### src/rt_pkg.sv
// Constants, register map and field layout of the retirement tagging block
package rt_pkg;

  localparam int DATA_W = 32;
  localparam int ADDR_W = 6;
  localparam int UOP_ID_W = 4;
  localparam int NUM_UOPS = 16;
  localparam int TAG_W = 4;
  localparam int NUM_UP = 4;
  localparam int EXEC_TYPE_W = 4;
  localparam int FE_TYPE_W = 2;
  localparam int REP_CAUSE_W = 2;
  localparam int NUM_CNT = 5;

  // Byte offsets of the registers
  localparam logic [ADDR_W-1:0] OFS_UP0 = 6'h00;
  localparam logic [ADDR_W-1:0] OFS_UP1 = 6'h04;
  localparam logic [ADDR_W-1:0] OFS_UP2 = 6'h08;
  localparam logic [ADDR_W-1:0] OFS_UP3 = 6'h0C;
  localparam logic [ADDR_W-1:0] OFS_DOWN = 6'h10;
  localparam logic [ADDR_W-1:0] OFS_FE = 6'h14;
  localparam logic [ADDR_W-1:0] OFS_TCP = 6'h18;
  localparam logic [ADDR_W-1:0] OFS_REP = 6'h1C;
  localparam logic [ADDR_W-1:0] OFS_UNTAG = 6'h20;
  localparam logic [ADDR_W-1:0] OFS_CTRL = 6'h24;
  localparam logic [ADDR_W-1:0] OFS_CNT_FE = 6'h28;
  localparam logic [ADDR_W-1:0] OFS_CNT_EX = 6'h2C;
  localparam logic [ADDR_W-1:0] OFS_CNT_REP = 6'h30;
  localparam logic [ADDR_W-1:0] OFS_CNT_INS = 6'h34;
  localparam logic [ADDR_W-1:0] OFS_CNT_UOP = 6'h38;

  // Upstream and downstream event select fields
  localparam int TAG_EN_BIT = 4;
  localparam int TAG_VAL_LSB = 5;
  localparam int EV_MASK_LSB = 9;
  localparam int DN_COMMIT_LSB = 9;
  localparam int DN_CANCEL_LSB = 13;

  // Path mask bits shared by front-end, replay and untagged registers
  localparam int PATH_COMMIT_BIT = 0;
  localparam int PATH_CANCEL_BIT = 1;
  localparam int UNTAG_INS_BIT = 2;
  localparam int UNTAG_UOP_BIT = 3;
  localparam int SEL_LSB = 4;
  localparam int CTRL_CLR_BIT = 0;

  // Writable bits of each register; the rest read as zero
  localparam logic [DATA_W-1:0] UP_WMASK = 32'h01FF_FFF0;
  localparam logic [DATA_W-1:0] DOWN_WMASK = 32'h0001_FFF0;
  localparam logic [DATA_W-1:0] FE_WMASK = 32'h0000_00F3;
  localparam logic [DATA_W-1:0] TCP_WMASK = 32'h0000_FFFF;
  localparam logic [DATA_W-1:0] REP_WMASK = 32'h0000_00F3;
  localparam logic [DATA_W-1:0] UNTAG_WMASK = 32'h0000_000F;
  localparam logic [DATA_W-1:0] REG_RST = 32'h0000_0000;
  localparam logic [DATA_W-1:0] CNT_ONE = 32'h0000_0001;

  // Tag table entry layout
  localparam int ENT_FE = 0;
  localparam int ENT_EX_LSB = 1;
  localparam int ENT_REP = 5;
  localparam int ENT_UNTAG = 6;
  localparam int ENT_LAST = 7;
  localparam int ENT_W = 8;
  localparam logic [ENT_W-1:0] ENT_RST = 8'h00;

  // Counter slots
  localparam int CNT_FE = 0;
  localparam int CNT_EX = 1;
  localparam int CNT_REP = 2;
  localparam int CNT_INS = 3;
  localparam int CNT_UOP = 4;

  // Replay cause codes
  localparam logic [REP_CAUSE_W-1:0] CAUSE_MISS = 2'h0;
  localparam logic [REP_CAUSE_W-1:0] CAUSE_DEP = 2'h1;
  localparam logic [REP_CAUSE_W-1:0] CAUSE_RES = 2'h2;
  localparam logic [REP_CAUSE_W-1:0] CAUSE_MISPRED = 2'h3;

endpackage

### src/rt_tag_store.sv
// Per micro-op tag table, indexed by micro-op identifier
`timescale 1ns/1ps
`default_nettype none
module rt_tag_store (
  input wire logic clock_in,
  input wire logic nrst_in,
  input wire logic alloc_valid_in,
  input wire logic [rt_pkg::UOP_ID_W-1:0] alloc_id_in,
  input wire logic alloc_untag_in,
  input wire logic alloc_last_in,
  input wire logic cancel_valid_in,
  input wire logic [rt_pkg::UOP_ID_W-1:0] cancel_id_in,
  input wire logic fe_set_in,
  input wire logic [rt_pkg::UOP_ID_W-1:0] fe_id_in,
  input wire logic [rt_pkg::TAG_W-1:0] ex_bits_in,
  input wire logic [rt_pkg::UOP_ID_W-1:0] ex_id_in,
  input wire logic rep_set_in,
  input wire logic [rt_pkg::UOP_ID_W-1:0] rep_id_in,
  input wire logic [rt_pkg::UOP_ID_W-1:0] rd_id_in,
  output logic [rt_pkg::ENT_W-1:0] rd_ent_out
);

  logic [rt_pkg::ENT_W-1:0] ent_q [rt_pkg::NUM_UOPS];

  function automatic logic id_hit(input logic v,
                                  input logic [rt_pkg::UOP_ID_W-1:0] id,
                                  input int idx);
    id_hit = v && (id == idx[rt_pkg::UOP_ID_W-1:0]);
  endfunction

  assign rd_ent_out = ent_q[rd_id_in];

  for (genvar i = 0; i < rt_pkg::NUM_UOPS; i++) begin : g_ent
    wire logic a_hit = id_hit(alloc_valid_in, alloc_id_in, i);
    wire logic c_hit = id_hit(cancel_valid_in, cancel_id_in, i) && !a_hit;
    wire logic [rt_pkg::ENT_W-1:0] base = a_hit ?
      {alloc_last_in, alloc_untag_in, 6'h00} :
      (c_hit ? rt_pkg::ENT_RST : ent_q[i]);
    // Sets only OR in, so repeated events leave one tag
    wire logic [rt_pkg::ENT_W-1:0] sets = {2'h0,
      id_hit(rep_set_in, rep_id_in, i),
      (id_hit(1'b1, ex_id_in, i) ? ex_bits_in : 4'h0),
      id_hit(fe_set_in, fe_id_in, i)};
    wire logic [rt_pkg::ENT_W-1:0] ent_d =
      (base[rt_pkg::ENT_UNTAG] || c_hit) ? base : (base | sets);
    always_ff @(posedge clock_in or negedge nrst_in) begin
      if (!nrst_in) begin
        ent_q[i] <= rt_pkg::ENT_RST;
      end else begin
        ent_q[i] <= ent_d;
      end
    end

  end
endmodule
`default_nettype wire

### src/rt_counter_bank.sv
// Retirement event counters with software clear
`timescale 1ns/1ps
`default_nettype none
module rt_counter_bank (
  input wire logic clock_in,
  input wire logic nrst_in,
  input wire logic clear_in,
  input wire logic [rt_pkg::NUM_CNT-1:0] inc_in,
  output logic [rt_pkg::NUM_CNT-1:0][rt_pkg::DATA_W-1:0] cnt_out
);

  for (genvar i = 0; i < rt_pkg::NUM_CNT; i++) begin : g_cnt
    // A clear keeps an increment of the same cycle
    wire logic [rt_pkg::DATA_W-1:0] step =
      inc_in[i] ? rt_pkg::CNT_ONE : rt_pkg::REG_RST;
    wire logic [rt_pkg::DATA_W-1:0] cnt_d =
      clear_in ? step : cnt_out[i] + step;
    always_ff @(posedge clock_in or negedge nrst_in) begin
      if (!nrst_in) begin
        cnt_out[i] <= rt_pkg::REG_RST;
      end else begin
        cnt_out[i] <= cnt_d;
      end
    end
  end

endmodule
`default_nettype wire

### src/rt_top.sv
// Retirement event tagging and counting with Avalon-MM register access
//
// Added by the designer: the address map and the Avalon-MM interface to the registers.
`timescale 1ns/1ps
`default_nettype none
module rt_top (
  input wire logic clock_in,
  input wire logic nrst_in,
  input wire logic [rt_pkg::ADDR_W-1:0] avs_address_in,
  input wire logic avs_read_in,
  input wire logic avs_write_in,
  input wire logic [rt_pkg::DATA_W-1:0] avs_writedata_in,
  input wire logic [3:0] avs_byteenable_in,
  output logic [rt_pkg::DATA_W-1:0] avs_readdata_out,
  output logic avs_waitrequest_out,
  input wire logic uop_alloc_valid_in,
  input wire logic [rt_pkg::UOP_ID_W-1:0] uop_alloc_id_in,
  input wire logic uop_alloc_untaggable_in,
  input wire logic uop_alloc_last_in,
  input wire logic uop_cancel_valid_in,
  input wire logic [rt_pkg::UOP_ID_W-1:0] uop_cancel_id_in,
  input wire logic fe_event_valid_in,
  input wire logic [rt_pkg::UOP_ID_W-1:0] fe_event_id_in,
  input wire logic [rt_pkg::FE_TYPE_W-1:0] fe_event_type_in,
  input wire logic exec_event_valid_in,
  input wire logic [rt_pkg::UOP_ID_W-1:0] exec_event_id_in,
  input wire logic [rt_pkg::EXEC_TYPE_W-1:0] exec_event_type_in,
  input wire logic replay_event_valid_in,
  input wire logic [rt_pkg::UOP_ID_W-1:0] replay_event_id_in,
  input wire logic [rt_pkg::REP_CAUSE_W-1:0] replay_event_cause_in,
  input wire logic retire_valid_in,
  input wire logic [rt_pkg::UOP_ID_W-1:0] retire_id_in,
  input wire logic retire_bogus_in
);

  // Register file
  logic [rt_pkg::DATA_W-1:0] up_q [rt_pkg::NUM_UP];
  logic [rt_pkg::DATA_W-1:0] down_q;
  logic [rt_pkg::DATA_W-1:0] fe_q;
  logic [rt_pkg::DATA_W-1:0] tcp_q;
  logic [rt_pkg::DATA_W-1:0] rep_q;
  logic [rt_pkg::DATA_W-1:0] untag_q;
  logic wait_q;
  logic [rt_pkg::DATA_W-1:0] rdata_q;
  logic [rt_pkg::NUM_CNT-1:0][rt_pkg::DATA_W-1:0] cnt_w;

  function automatic logic [rt_pkg::DATA_W-1:0] merge(
      input logic [rt_pkg::DATA_W-1:0] old_v,
      input logic [rt_pkg::DATA_W-1:0] new_v,
      input logic [3:0] be,
      input logic [rt_pkg::DATA_W-1:0] wmask);
    logic [rt_pkg::DATA_W-1:0] lane;
    lane = {{8{be[3]}}, {8{be[2]}}, {8{be[1]}}, {8{be[0]}}};
    merge = ((old_v & ~lane) | (new_v & lane)) & wmask;
  endfunction

  // Committed or cancelled selection from a path mask pair
  function automatic logic path_ok(input logic [rt_pkg::DATA_W-1:0] r,
                                   input logic committed,
                                   input logic cancelled);
    path_ok = (committed && r[rt_pkg::PATH_COMMIT_BIT]) ||
              (cancelled && r[rt_pkg::PATH_CANCEL_BIT]);
  endfunction

  // Tag bits that one upstream select register applies
  function automatic logic [rt_pkg::TAG_W-1:0] up_tag(
      input logic [rt_pkg::DATA_W-1:0] r,
      input logic [rt_pkg::EXEC_TYPE_W-1:0] t);
    up_tag = (r[rt_pkg::TAG_EN_BIT] && r[rt_pkg::EV_MASK_LSB + int'(t)]) ?
             r[rt_pkg::TAG_VAL_LSB +: rt_pkg::TAG_W] : 4'h0;
  endfunction

  // Bus decode
  wire logic bus_req = avs_read_in || avs_write_in;
  wire logic wr_fire = avs_write_in && !wait_q;
  wire logic rd_take = avs_read_in && wait_q;
  wire logic wait_d = !(bus_req && wait_q);
  wire logic hit_down = wr_fire && (avs_address_in == rt_pkg::OFS_DOWN);
  wire logic hit_fe = wr_fire && (avs_address_in == rt_pkg::OFS_FE);
  wire logic hit_tcp = wr_fire && (avs_address_in == rt_pkg::OFS_TCP);
  wire logic hit_rep = wr_fire && (avs_address_in == rt_pkg::OFS_REP);
  wire logic hit_untag = wr_fire && (avs_address_in == rt_pkg::OFS_UNTAG);
  wire logic clr_cnt = wr_fire && (avs_address_in == rt_pkg::OFS_CTRL) &&
                       avs_byteenable_in[0] &&
                       avs_writedata_in[rt_pkg::CTRL_CLR_BIT];
  wire logic [rt_pkg::DATA_W-1:0] rd_mux =
    (avs_address_in == rt_pkg::OFS_UP0) ? up_q[0] :
    (avs_address_in == rt_pkg::OFS_UP1) ? up_q[1] :
    (avs_address_in == rt_pkg::OFS_UP2) ? up_q[2] :
    (avs_address_in == rt_pkg::OFS_UP3) ? up_q[3] :
    (avs_address_in == rt_pkg::OFS_DOWN) ? down_q :
    (avs_address_in == rt_pkg::OFS_FE) ? fe_q :
    (avs_address_in == rt_pkg::OFS_TCP) ? tcp_q :
    (avs_address_in == rt_pkg::OFS_REP) ? rep_q :
    (avs_address_in == rt_pkg::OFS_UNTAG) ? untag_q :
    (avs_address_in == rt_pkg::OFS_CNT_FE) ? cnt_w[rt_pkg::CNT_FE] :
    (avs_address_in == rt_pkg::OFS_CNT_EX) ? cnt_w[rt_pkg::CNT_EX] :
    (avs_address_in == rt_pkg::OFS_CNT_REP) ? cnt_w[rt_pkg::CNT_REP] :
    (avs_address_in == rt_pkg::OFS_CNT_INS) ? cnt_w[rt_pkg::CNT_INS] :
    (avs_address_in == rt_pkg::OFS_CNT_UOP) ? cnt_w[rt_pkg::CNT_UOP] :
    rt_pkg::REG_RST;

  always_ff @(posedge clock_in or negedge nrst_in) begin
    if (!nrst_in) begin
      wait_q <= 1'b1;
      rdata_q <= rt_pkg::REG_RST;
    end else begin
      wait_q <= wait_d;
      if (rd_take) begin
        rdata_q <= rd_mux;
      end
    end
  end

  assign avs_waitrequest_out = wait_q;
  assign avs_readdata_out = rdata_q;

  // Upstream select registers, one per generate slot
  for (genvar u = 0; u < rt_pkg::NUM_UP; u++) begin : g_up
    wire logic hit_up = wr_fire &&
      (avs_address_in == rt_pkg::OFS_UP0 + 6'(4 * u));
    always_ff @(posedge clock_in or negedge nrst_in) begin
      if (!nrst_in) begin
        up_q[u] <= rt_pkg::REG_RST;
      end else if (hit_up) begin
        up_q[u] <= merge(up_q[u], avs_writedata_in, avs_byteenable_in,
                         rt_pkg::UP_WMASK);
      end
    end
  end

  always_ff @(posedge clock_in or negedge nrst_in) begin
    if (!nrst_in) begin
      down_q <= rt_pkg::REG_RST;
      fe_q <= rt_pkg::REG_RST;
      tcp_q <= rt_pkg::REG_RST;
      rep_q <= rt_pkg::REG_RST;
      untag_q <= rt_pkg::REG_RST;
    end else begin
      if (hit_down) begin
        down_q <= merge(down_q, avs_writedata_in, avs_byteenable_in,
                        rt_pkg::DOWN_WMASK);
      end
      if (hit_fe) begin
        fe_q <= merge(fe_q, avs_writedata_in, avs_byteenable_in,
                      rt_pkg::FE_WMASK);
      end
      if (hit_tcp) begin
        tcp_q <= merge(tcp_q, avs_writedata_in, avs_byteenable_in,
                       rt_pkg::TCP_WMASK);
      end
      if (hit_rep) begin
        rep_q <= merge(rep_q, avs_writedata_in, avs_byteenable_in,
                       rt_pkg::REP_WMASK);
      end
      if (hit_untag) begin
        untag_q <= merge(untag_q, avs_writedata_in, avs_byteenable_in,
                         rt_pkg::UNTAG_WMASK);
      end
    end
  end

  // Tagging at event time
  // Decode events are picked by the front-end select field alone
  wire logic fe_set = fe_event_valid_in &&
    fe_q[rt_pkg::SEL_LSB + int'(fe_event_type_in)];
  wire logic [rt_pkg::TAG_W-1:0] ex_bits = !exec_event_valid_in ? 4'h0 :
    (up_tag(up_q[0], exec_event_type_in) |
     up_tag(up_q[1], exec_event_type_in) |
     up_tag(up_q[2], exec_event_type_in) |
     up_tag(up_q[3], exec_event_type_in));
  // Mispredicts share the replay tag through cause code three
  wire logic rep_set = replay_event_valid_in &&
    rep_q[rt_pkg::SEL_LSB + int'(replay_event_cause_in)];

  wire logic [rt_pkg::ENT_W-1:0] rd_ent;

  rt_tag_store u_store (
    .clock_in(clock_in),
    .nrst_in(nrst_in),
    .alloc_valid_in(uop_alloc_valid_in),
    .alloc_id_in(uop_alloc_id_in),
    .alloc_untag_in(uop_alloc_untaggable_in),
    .alloc_last_in(uop_alloc_last_in),
    .cancel_valid_in(uop_cancel_valid_in),
    .cancel_id_in(uop_cancel_id_in),
    .fe_set_in(fe_set),
    .fe_id_in(fe_event_id_in),
    .ex_bits_in(ex_bits),
    .ex_id_in(exec_event_id_in),
    .rep_set_in(rep_set),
    .rep_id_in(replay_event_id_in),
    .rd_id_in(retire_id_in),
    .rd_ent_out(rd_ent)
  );

  // Counting at retirement; one bogus flag keeps the paths exclusive
  wire logic ret_commit = retire_valid_in && !retire_bogus_in;
  wire logic ret_cancel = retire_valid_in && retire_bogus_in;
  // Each detector reads only its own mechanism's field
  wire logic inc_fe = rd_ent[rt_pkg::ENT_FE] &&
    path_ok(fe_q, ret_commit, ret_cancel);
  // Downstream tag enable and tag value are never looked at
  wire logic [rt_pkg::TAG_W-1:0] dn_sel = ret_commit ?
    down_q[rt_pkg::DN_COMMIT_LSB +: rt_pkg::TAG_W] :
    down_q[rt_pkg::DN_CANCEL_LSB +: rt_pkg::TAG_W];
  wire logic inc_ex = retire_valid_in &&
    |(rd_ent[rt_pkg::ENT_EX_LSB +: rt_pkg::TAG_W] & dn_sel);
  wire logic inc_rep = rd_ent[rt_pkg::ENT_REP] &&
    path_ok(rep_q, ret_commit, ret_cancel);
  wire logic untag_path = path_ok(untag_q, ret_commit, ret_cancel);
  wire logic inc_uop = untag_path && untag_q[rt_pkg::UNTAG_UOP_BIT];
  wire logic inc_ins = untag_path && untag_q[rt_pkg::UNTAG_INS_BIT] &&
    rd_ent[rt_pkg::ENT_LAST];

  rt_counter_bank u_cnt (
    .clock_in(clock_in),
    .nrst_in(nrst_in),
    .clear_in(clr_cnt),
    .inc_in({inc_uop, inc_ins, inc_rep, inc_ex, inc_fe}),
    .cnt_out(cnt_w)
  );
endmodule
`default_nettype wire

### config.mk
export PLATFORM = sky130hd
export DESIGN_NAME = rt_top
export DESIGN_NICKNAME = d
export VERILOG_FILES = /design/src/rt_pkg.sv /design/src/rt_tag_store.sv /design/src/rt_counter_bank.sv /design/src/rt_top.sv
export SDC_FILE = /design/constraint.sdc
export NUM_CORES = 1
export LEC_CHECK = 0
export ABC_CLOCK_PERIOD_IN_PS = 3820
export BUFFER_PORTS_ARGS = -buffer_cell sky130_fd_sc_hd__clkbuf_2
export CORE_MARGIN = 10
export CORE_UTILIZATION = 55
export DETAILED_ROUTE_END_ITERATION = 10
export GPL_TIMING_DRIVEN = 0
export PLACE_DENSITY = 0.81
export SYNTH_ARGS = -nofsm -noshare
export SYNTH_HDL_FRONTEND = slang
export SYNTH_SLANG_ARGS = --single-unit
### constraint.sdc
create_clock -name clock_in -period 3.82 [get_ports clock_in]
set_input_delay 0.191 -clock clock_in [delete_from_list [all_inputs] [get_ports clock_in]]
set_output_delay 0.191 -clock clock_in [all_outputs]
set_load 0.005 [all_outputs]
# ---- Yosys cells after proc, flatten, opt, wreduce, memory -nomap -nowiden
# Index checks and enable logic that the tools add are counted.
dict set report word_totals {
  memories 0
  romBits 0
  word_cells 450
  reg_bits 450
  ramBits 0
  input_bits 87
  latchBits 0
}
dict set report op_classes {
  n_eq_ne 89
  n_shift 0
  n_div 0
  reduce_logical 161
  magnitude_cmp 4
  bitwise_logic 41
  mux 115
  n_mul 0
  addsub 8
}
# operator count
set ops {}
lappend ops {{2-to-1 mux 32 bit} 19}
lappend ops {{2-to-1 mux 8 bit} 50}
lappend ops {{== test 4 bit (second input constant)} 40}
lappend ops {{adder 32 bit} 4}
lappend ops {{OR 8 x 6 -> 8 bit} 16}
lappend ops {{bitwise AND 25 bit} 5}
lappend ops {{logical AND 1 bit} 115}
lappend ops {{OR 25 bit} 4}
lappend ops {{2-to-1 mux 4 bit} 22}
lappend ops {{== test 4 x 3 -> 1 bit (second input constant)} 20}
lappend ops {{== test 6 bit (second input constant)} 7}
lappend ops {{== test 4 x 2 -> 1 bit (second input constant)} 10}
lappend ops {{adder 32 x 1 -> 32 bit} 1}
lappend ops {{binary-select mux 8 bit (select 4 bit)} 1}
lappend ops {{binary-select mux 1 bit (select 5 bit)} 6}
lappend ops {{NOT 25 bit} 1}
lappend ops {{== test 6 x 5 -> 1 bit (second input constant)} 4}
lappend ops {{== test 4 x 1 -> 1 bit (second input constant)} 5}
lappend ops {{logical NOT 4 bit} 5}
lappend ops {{logical OR 1 bit} 20}
lappend ops {{logical NOT 1 bit} 19}
lappend ops {{bitwise AND 17 bit} 1}
lappend ops {{2-to-1 mux 1 bit} 17}
lappend ops {{OR 17 bit} 1}
lappend ops {{16 further kinds} 25}

# ---- Longest topological paths before layout
dict set report logic_depth {
  word_depth 15
  ltp_mapped 15
  mapped_depth_nobuf 14
}

# ---- Modules after synthesis
# From an unflattened synthesis, not the netlist that was laid out.
dict set report hier_totals {
  hier_cells 2514
  area_unflattened_um2 25132.9
}
# module area_each_um2 cells_each n_inst
set modules_own_cells {}
lappend modules_own_cells {rt_top 9879.5 967 1}
lappend modules_own_cells {rt_counter_bank 8256.7 865 1}
lappend modules_own_cells {rt_tag_store 6996.7 682 1}

# ---- Least setup slack after synthesis
# Ideal clock, no wire load.
dict set report synth_path {
  path_kind {in2reg}
  from {input retire_id_in[1] in the netlist's numbering}
  to {register u_cnt.cnt_out[60] in the netlist's numbering}
  cell_stages 15
  slack_ns 0.388
  arrival_time_ns 3.310
  required_ns 3.699
  path_cell_list {clkbuf_1 > clkbuf_1 > mux4_2 > a22oi_1 > a21oi_1 > o41a_1 > ha_1 > ha_1 > nand3_1 > or3_1 > clkbuf_1 > nor3_1 > nand4_1 > xor2_1 > nor2_1}
}
dict set report synth_between {
  elab_chain_len 10
}
# item line
set synth_rtl {}
lappend synth_rtl {{start, declared} rt_top.sv:32} ;# input wire logic [rt_pkg::UOP_ID_W-1:0] retire_id_in,
lappend synth_rtl {{NOT 4 -> 5 bit (not written as such)} rt_tag_store.sv:31} ;# assign rd_ent_out = ent_q[rd_id_in];
lappend synth_rtl {{binary-select mux 8 bit (select 4 bit)} rt_tag_store.sv:31}
lappend synth_rtl {{2-to-1 mux 8 bit (not written as such) (2 in a row)} rt_tag_store.sv:31}
lappend synth_rtl {{bitwise AND 4 bit} rt_top.sv:208} ;# |(rd_ent[rt_pkg::ENT_EX_LSB +: rt_pkg::TAG_W] & dn_sel);
lappend synth_rtl {{OR reduction 4 bit} rt_top.sv:208}
lappend synth_rtl {{logical AND 1 bit} rt_top.sv:207} ;# wire logic inc_ex = retire_valid_in &&
lappend synth_rtl {{2-to-1 mux 1 bit} rt_counter_bank.sv:15} ;# inc_in[i] ? rt_pkg::CNT_ONE : rt_pkg::REG_RST;
lappend synth_rtl {{adder 32 bit} rt_counter_bank.sv:17} ;# clear_in ? step : cnt_out[i] + step;
lappend synth_rtl {{2-to-1 mux 32 bit} rt_counter_bank.sv:17}
lappend synth_rtl {{via u_cnt.g_cnt[1].cnt_d, one bit} rt_counter_bank.sv:16} ;# wire logic [rt_pkg::DATA_W-1:0] cnt_d =
lappend synth_rtl {{end signal, assigned by index} rt_counter_bank.sv:20} ;# cnt_out[i] <= rt_pkg::REG_RST;
lappend synth_rtl {{end signal, assigned by index} rt_counter_bank.sv:22} ;# cnt_out[i] <= cnt_d;
lappend synth_rtl {{end, declared} rt_counter_bank.sv:9} ;# output logic [rt_pkg::NUM_CNT-1:0][rt_pkg::DATA_W-1:0] cnt_out
# The timed path passes the listed nets, and every way through them passes these cells. The select of a mux whose other input is x is not followed.
# A chain may end at the register's enable or synchronous reset.

# ---- Worst setup path after layout
dict set report layout_path {
  from {register wait_q (netlist: avs_waitrequest_out)}
  to {register u_cnt.cnt_out[138] in the netlist's numbering}
}
dict set report layout_between {
  elab_chain_len 6
}
# item line
set layout_rtl {}
lappend layout_rtl {{start, declared} rt_top.sv:43} ;# logic wait_q;
lappend layout_rtl {{start signal, assigned} rt_top.sv:108} ;# wait_q <= wait_d;
lappend layout_rtl {{logical NOT 1 bit} rt_top.sv:75} ;# wire logic wr_fire = avs_write_in && !wait_q;
lappend layout_rtl {{logical AND 1 bit} rt_top.sv:75}
lappend layout_rtl {{logical AND 1 bit (2 in a row)} rt_top.sv:83} ;# wire logic clr_cnt = wr_fire && (avs_address_in == rt_pkg::OFS_CTRL) &&
lappend layout_rtl {{logical AND 1 bit} rt_top.sv:84} ;# avs_byteenable_in[0] &&
lappend layout_rtl {{2-to-1 mux 32 bit} rt_counter_bank.sv:17}
lappend layout_rtl {{via u_cnt.g_cnt[4].cnt_d, one bit} rt_counter_bank.sv:16}
# The timed path passes the listed nets, and every way through them passes these cells.

==> out/qor.txt <==
Pin count of the biggest net entering global routing -> 121
Reg2reg end -> u_cnt.cnt_out[138]
RSZ-0062 raised after global routing -> no
Clk pwr share -> 0.456
DPL Wire Length -> 51.5 mm
Max incr delay on CP -> 0.93 ns
Largest family of logic cells by synthesized area -> simple AND/OR/NAND/NOR gates
Sequential area share after synthesis -> 0.490
Fill count -> 3181
Synthesized net count -> 2283
GRT Resource Usage Total -> 0.280
Synth Area in Simple Gates -> 0.164
Status -> finished, final reports clean
Crit path max-delay family -> buffers and inverters
Most frequent cell after synthesis -> dfrtp_1
CTS Buf Count -> 49
Max cap viols -> 0
Leak pwr -> 12.1 nW
Rows -> 74
Worst endpoint required time -> 4.24 ns
Root buffer cell -> clkbuf_16
Initial Util -> 0.559
Power per Cell Area -> 420 nW/µm²
Post-synth ARST share -> 1.00
Combinational cell fraction of total power -> 0.088
Gr ovfl total -> 0
Worst flop-to-flop path startpoint -> avs_waitrequest_out
Switching power -> 2.78 mW
CTS Buffer Depth -> 3
Iter 0 DRT Violations -> 2749
Max-slew violation count -> 0
Worst EP arrival -> 4.11 ns
Synth Area in Adders -> 0.00599
Core Area -> 41100 µm²
Clk sinks -> 450
Vias in the first global route -> 19.3k
Post-CTS setup buffers -> 0
Initial DRT Pass Iterations -> 9
WHS Endpoint -> u_store.ent_q[100]
Hold Slack -> 0.0291 ns
Top post-synthesis cells by area -> dfrtp_1 49%, mux2_2 6.7%, nor2_1 4.2%
Die Ht -> 224 µm
Area delta synth->final -> 15.1%
Die area -> 50300 µm²
Normalized max-slew margin -> 0.222
Die width -> 224 µm
Via count -> 19.5k
H-tree Lvls -> 2
Leading area contributor after synthesis -> dfrtp_1
Worst Max-Slew Pin Slew -> 1.16 ns
Crit. End Element -> flop
Nets -> 2479
Wire length per cell -> 24.1 µm
Clock Skew -> 0.0345 ns
Clock slew seen by the registers of the worst setup and hold paths -> 0.06 ns
Hold path depth -> 3
Initial antenna violation count -> 2
Final Critical Period -> 3.69 ns
Post-synth EDFFs -> 0
Period utilization -> 0.966
Sequential Power Share -> 0.456
Top_reg_cell synth -> dfrtp_1
Worst R2R Path Depth -> 7
Slowest CP cell -> nor3_1
Synth Warn # -> 0
Hold crit path type -> input port to flop
Post-Syn Area -> 23000 µm²
Post-Synth XOR/XNOR Area -> 0.0522
Worst Path Buf+Inv -> 3
Top Ports -> 120
Maximum VDD drop -> 0.000348 V
Share of layout cells above drive strength 1 -> 0.181
Syn Area/Cell -> 10.5 µm²
DRT Wirelength -> 71.2 mm
Synth top area share -> 0.489
Worst Path Class, Setup -> flop to flop
Vias per cell -> 6.60
Min-delay src -> exec_event_id_in[1]
Critical path, cell by cell -> nor2b_1 -> clkbuf_1 -> nand2_1 -> nor3_1 -> clkbuf_1 -> clkbuf_1 -> a21oi_1
CTS tree -> built
First-pass GRT wire length -> 111 mm
Cells after Synth -> 2185
Setup-failing EPs final -> 0
Clk Latency, worst-skew pair -> 0.60 ns
Top cells by count, synth -> 449 x dfrtp_1, 257 x nor2_1, 175 x nand2_1
Sw frac -> 0.250
Hold Violations, Final -> 0
CP Launch Type -> flop
Synth Area in Compound Gates -> 0.137
CP dominant cell by count -> clkbuf_1
CP Max Fanout -> 10
Final GP Congestion -> 0.992
# DRC -> 0
Power Total -> 11.1 mW
Remaining antenna violation count -> 0
R2r setup slk -> 0.13 ns
Mux cell area share after synthesis -> 0.126
Int Pwr -> 8.33 mW
Fmax -> 271 MHz
Port bufs -> 104
Post-synth cell types -> 68
Flops & latches, synth -> 450
-- area by class of cell --
type	count	area, µm²	share of cell area
Tap cell	532	666	0.0252
Inverter	41	154	0.00582
Multi-Input combinational cell	1595	11200	0.422
Antenna cell	1	2.50	0.0000946
Clock buffer	69	1460	0.0553
Timing Repair Buffer	146	1020	0.0386
Buffer	98	438	0.0166
Sequential cell	450	11300	0.426
Clock inverter	22	274	0.0104
-- metal layers --
metal	GRT usage	routed length [µm]	up-vias
met5	0	11	-
met3	0.0739	8430	205
met4	0.109	2730	2
met2	0.434	32400	1231
li1	-	-	8417
met1	0.371	27600	9642
-- cell usage in the layout, fill, tap and decap left out, types with 10 or more instances in the layout --
cell,synthesis,routed
dfrtp_1,449,449
nor2_1,257,257
nand2_1,175,175
mux2_2,137,137
clkbuf_2,0,106
nand3_1,102,102
o21ai_0,102,102
xor2_1,83,83
a21oi_1,78,78
a22o_1,62,62
clkbuf_1,57,58
xnor2_1,54,54
mux2i_1,51,51
clkbuf_16,0,50
inv_1,40,40
a22oi_1,40,40
nand4_1,40,40
dlygate4sd3_1,0,38
mux4_2,37,37
nor3_1,36,32
and3_1,32,32
a32o_1,30,30
a222oi_1,30,30
buf_2,31,29
nor2b_1,27,27
o21ai_1,27,27
nand2b_1,25,25
or3_1,21,21
and4_1,17,17
and2_1,15,15
clkbuf_8,0,15
a221oi_1,11,11
ha_1,11,11
clkinv_2,0,10
-- per-stage QoR --
stage	setup slack (ns)	area, µm²	cells	util	TNS [ns]
2_1_floorplan	0.388	23000	2185	-	0
3_3_place_gp	-7.32	24200	2821	0.588	-3313.12
3_5_place_dp	-1.39	24300	2825	0.591	-41.61
4_1_cts	0.0315	26400	2954	0.643	0
5_1_grt	0.0135	26400	2954	0.643	0
6_report	0.130	26400	2954	0.643	0
-- worst min-delay path, stage by stage --
cell      delay [ns]
clkbuf_2        0.15
nand4_1         0.17
o21ai_1         0.07
-- how the worst max path moves through the flow --
stage,from,endpoint,slack (ns),cells past startpoint
2_1_floorplan,retire_id_in[1],u_cnt.cnt_out[60],0.39,15
3_3_place_gp,nrst_in,asynchronous set/reset pin,-7.32,1
3_5_place_dp,retire_id_in[1],u_cnt.cnt_out[126],-1.39,15
4_1_cts,retire_id_in[1],u_cnt.cnt_out[28],0.03,14
5_1_grt,avs_waitrequest_out,u_cnt.cnt_out[116],0.01,7
6_report,avs_waitrequest_out,u_cnt.cnt_out[138],0.13,7
-- what timing repair did --
| action | in CTS | in global routing |
|---|---|---|
| pin swaps | 0 | 1 |
| hold endpoints to repair | 266 | 0 |
| resized for setup | 6 | 6 |
| hold buffers | 38 | 0 |
| setup endpoints to repair | 33 | 19 |
-- power groups by stage --
| stage | clock, mW | sequential [mW] | combinational, mW |
|---|---|---|---|
| 2_1_floorplan | 0 | 5.10 | 0.516 |
| 3_3_place_gp | 0 | 5.13 | 0.887 |
| 3_5_place_dp | 0 | 5.14 | 0.923 |
| 4_1_cts | 5.08 | 5.06 | 0.960 |
| 5_1_grt | 5.29 | 5.08 | 1.05 |
| 6_report | 5.07 | 5.06 | 0.983 |
-- logic make-up (layout without fill, tap and decap cells) --
| logic type | Yosys count | count (layout) |
|---|---|---|
| AO/OA/AOI/OAI | 440 | 440 |
| XOR/XNOR | 137 | 137 |
| AND/OR/NAND/NOR | 782 | 782 |
| other | 0 | 1 |
| buffers and inverters | 140 | 376 |
| adder cells (fa/ha/maj) | 11 | 11 |
| multiplexers | 225 | 225 |
| flip-flops | 450 | 450 |
(Power assumes the default switching activity.)
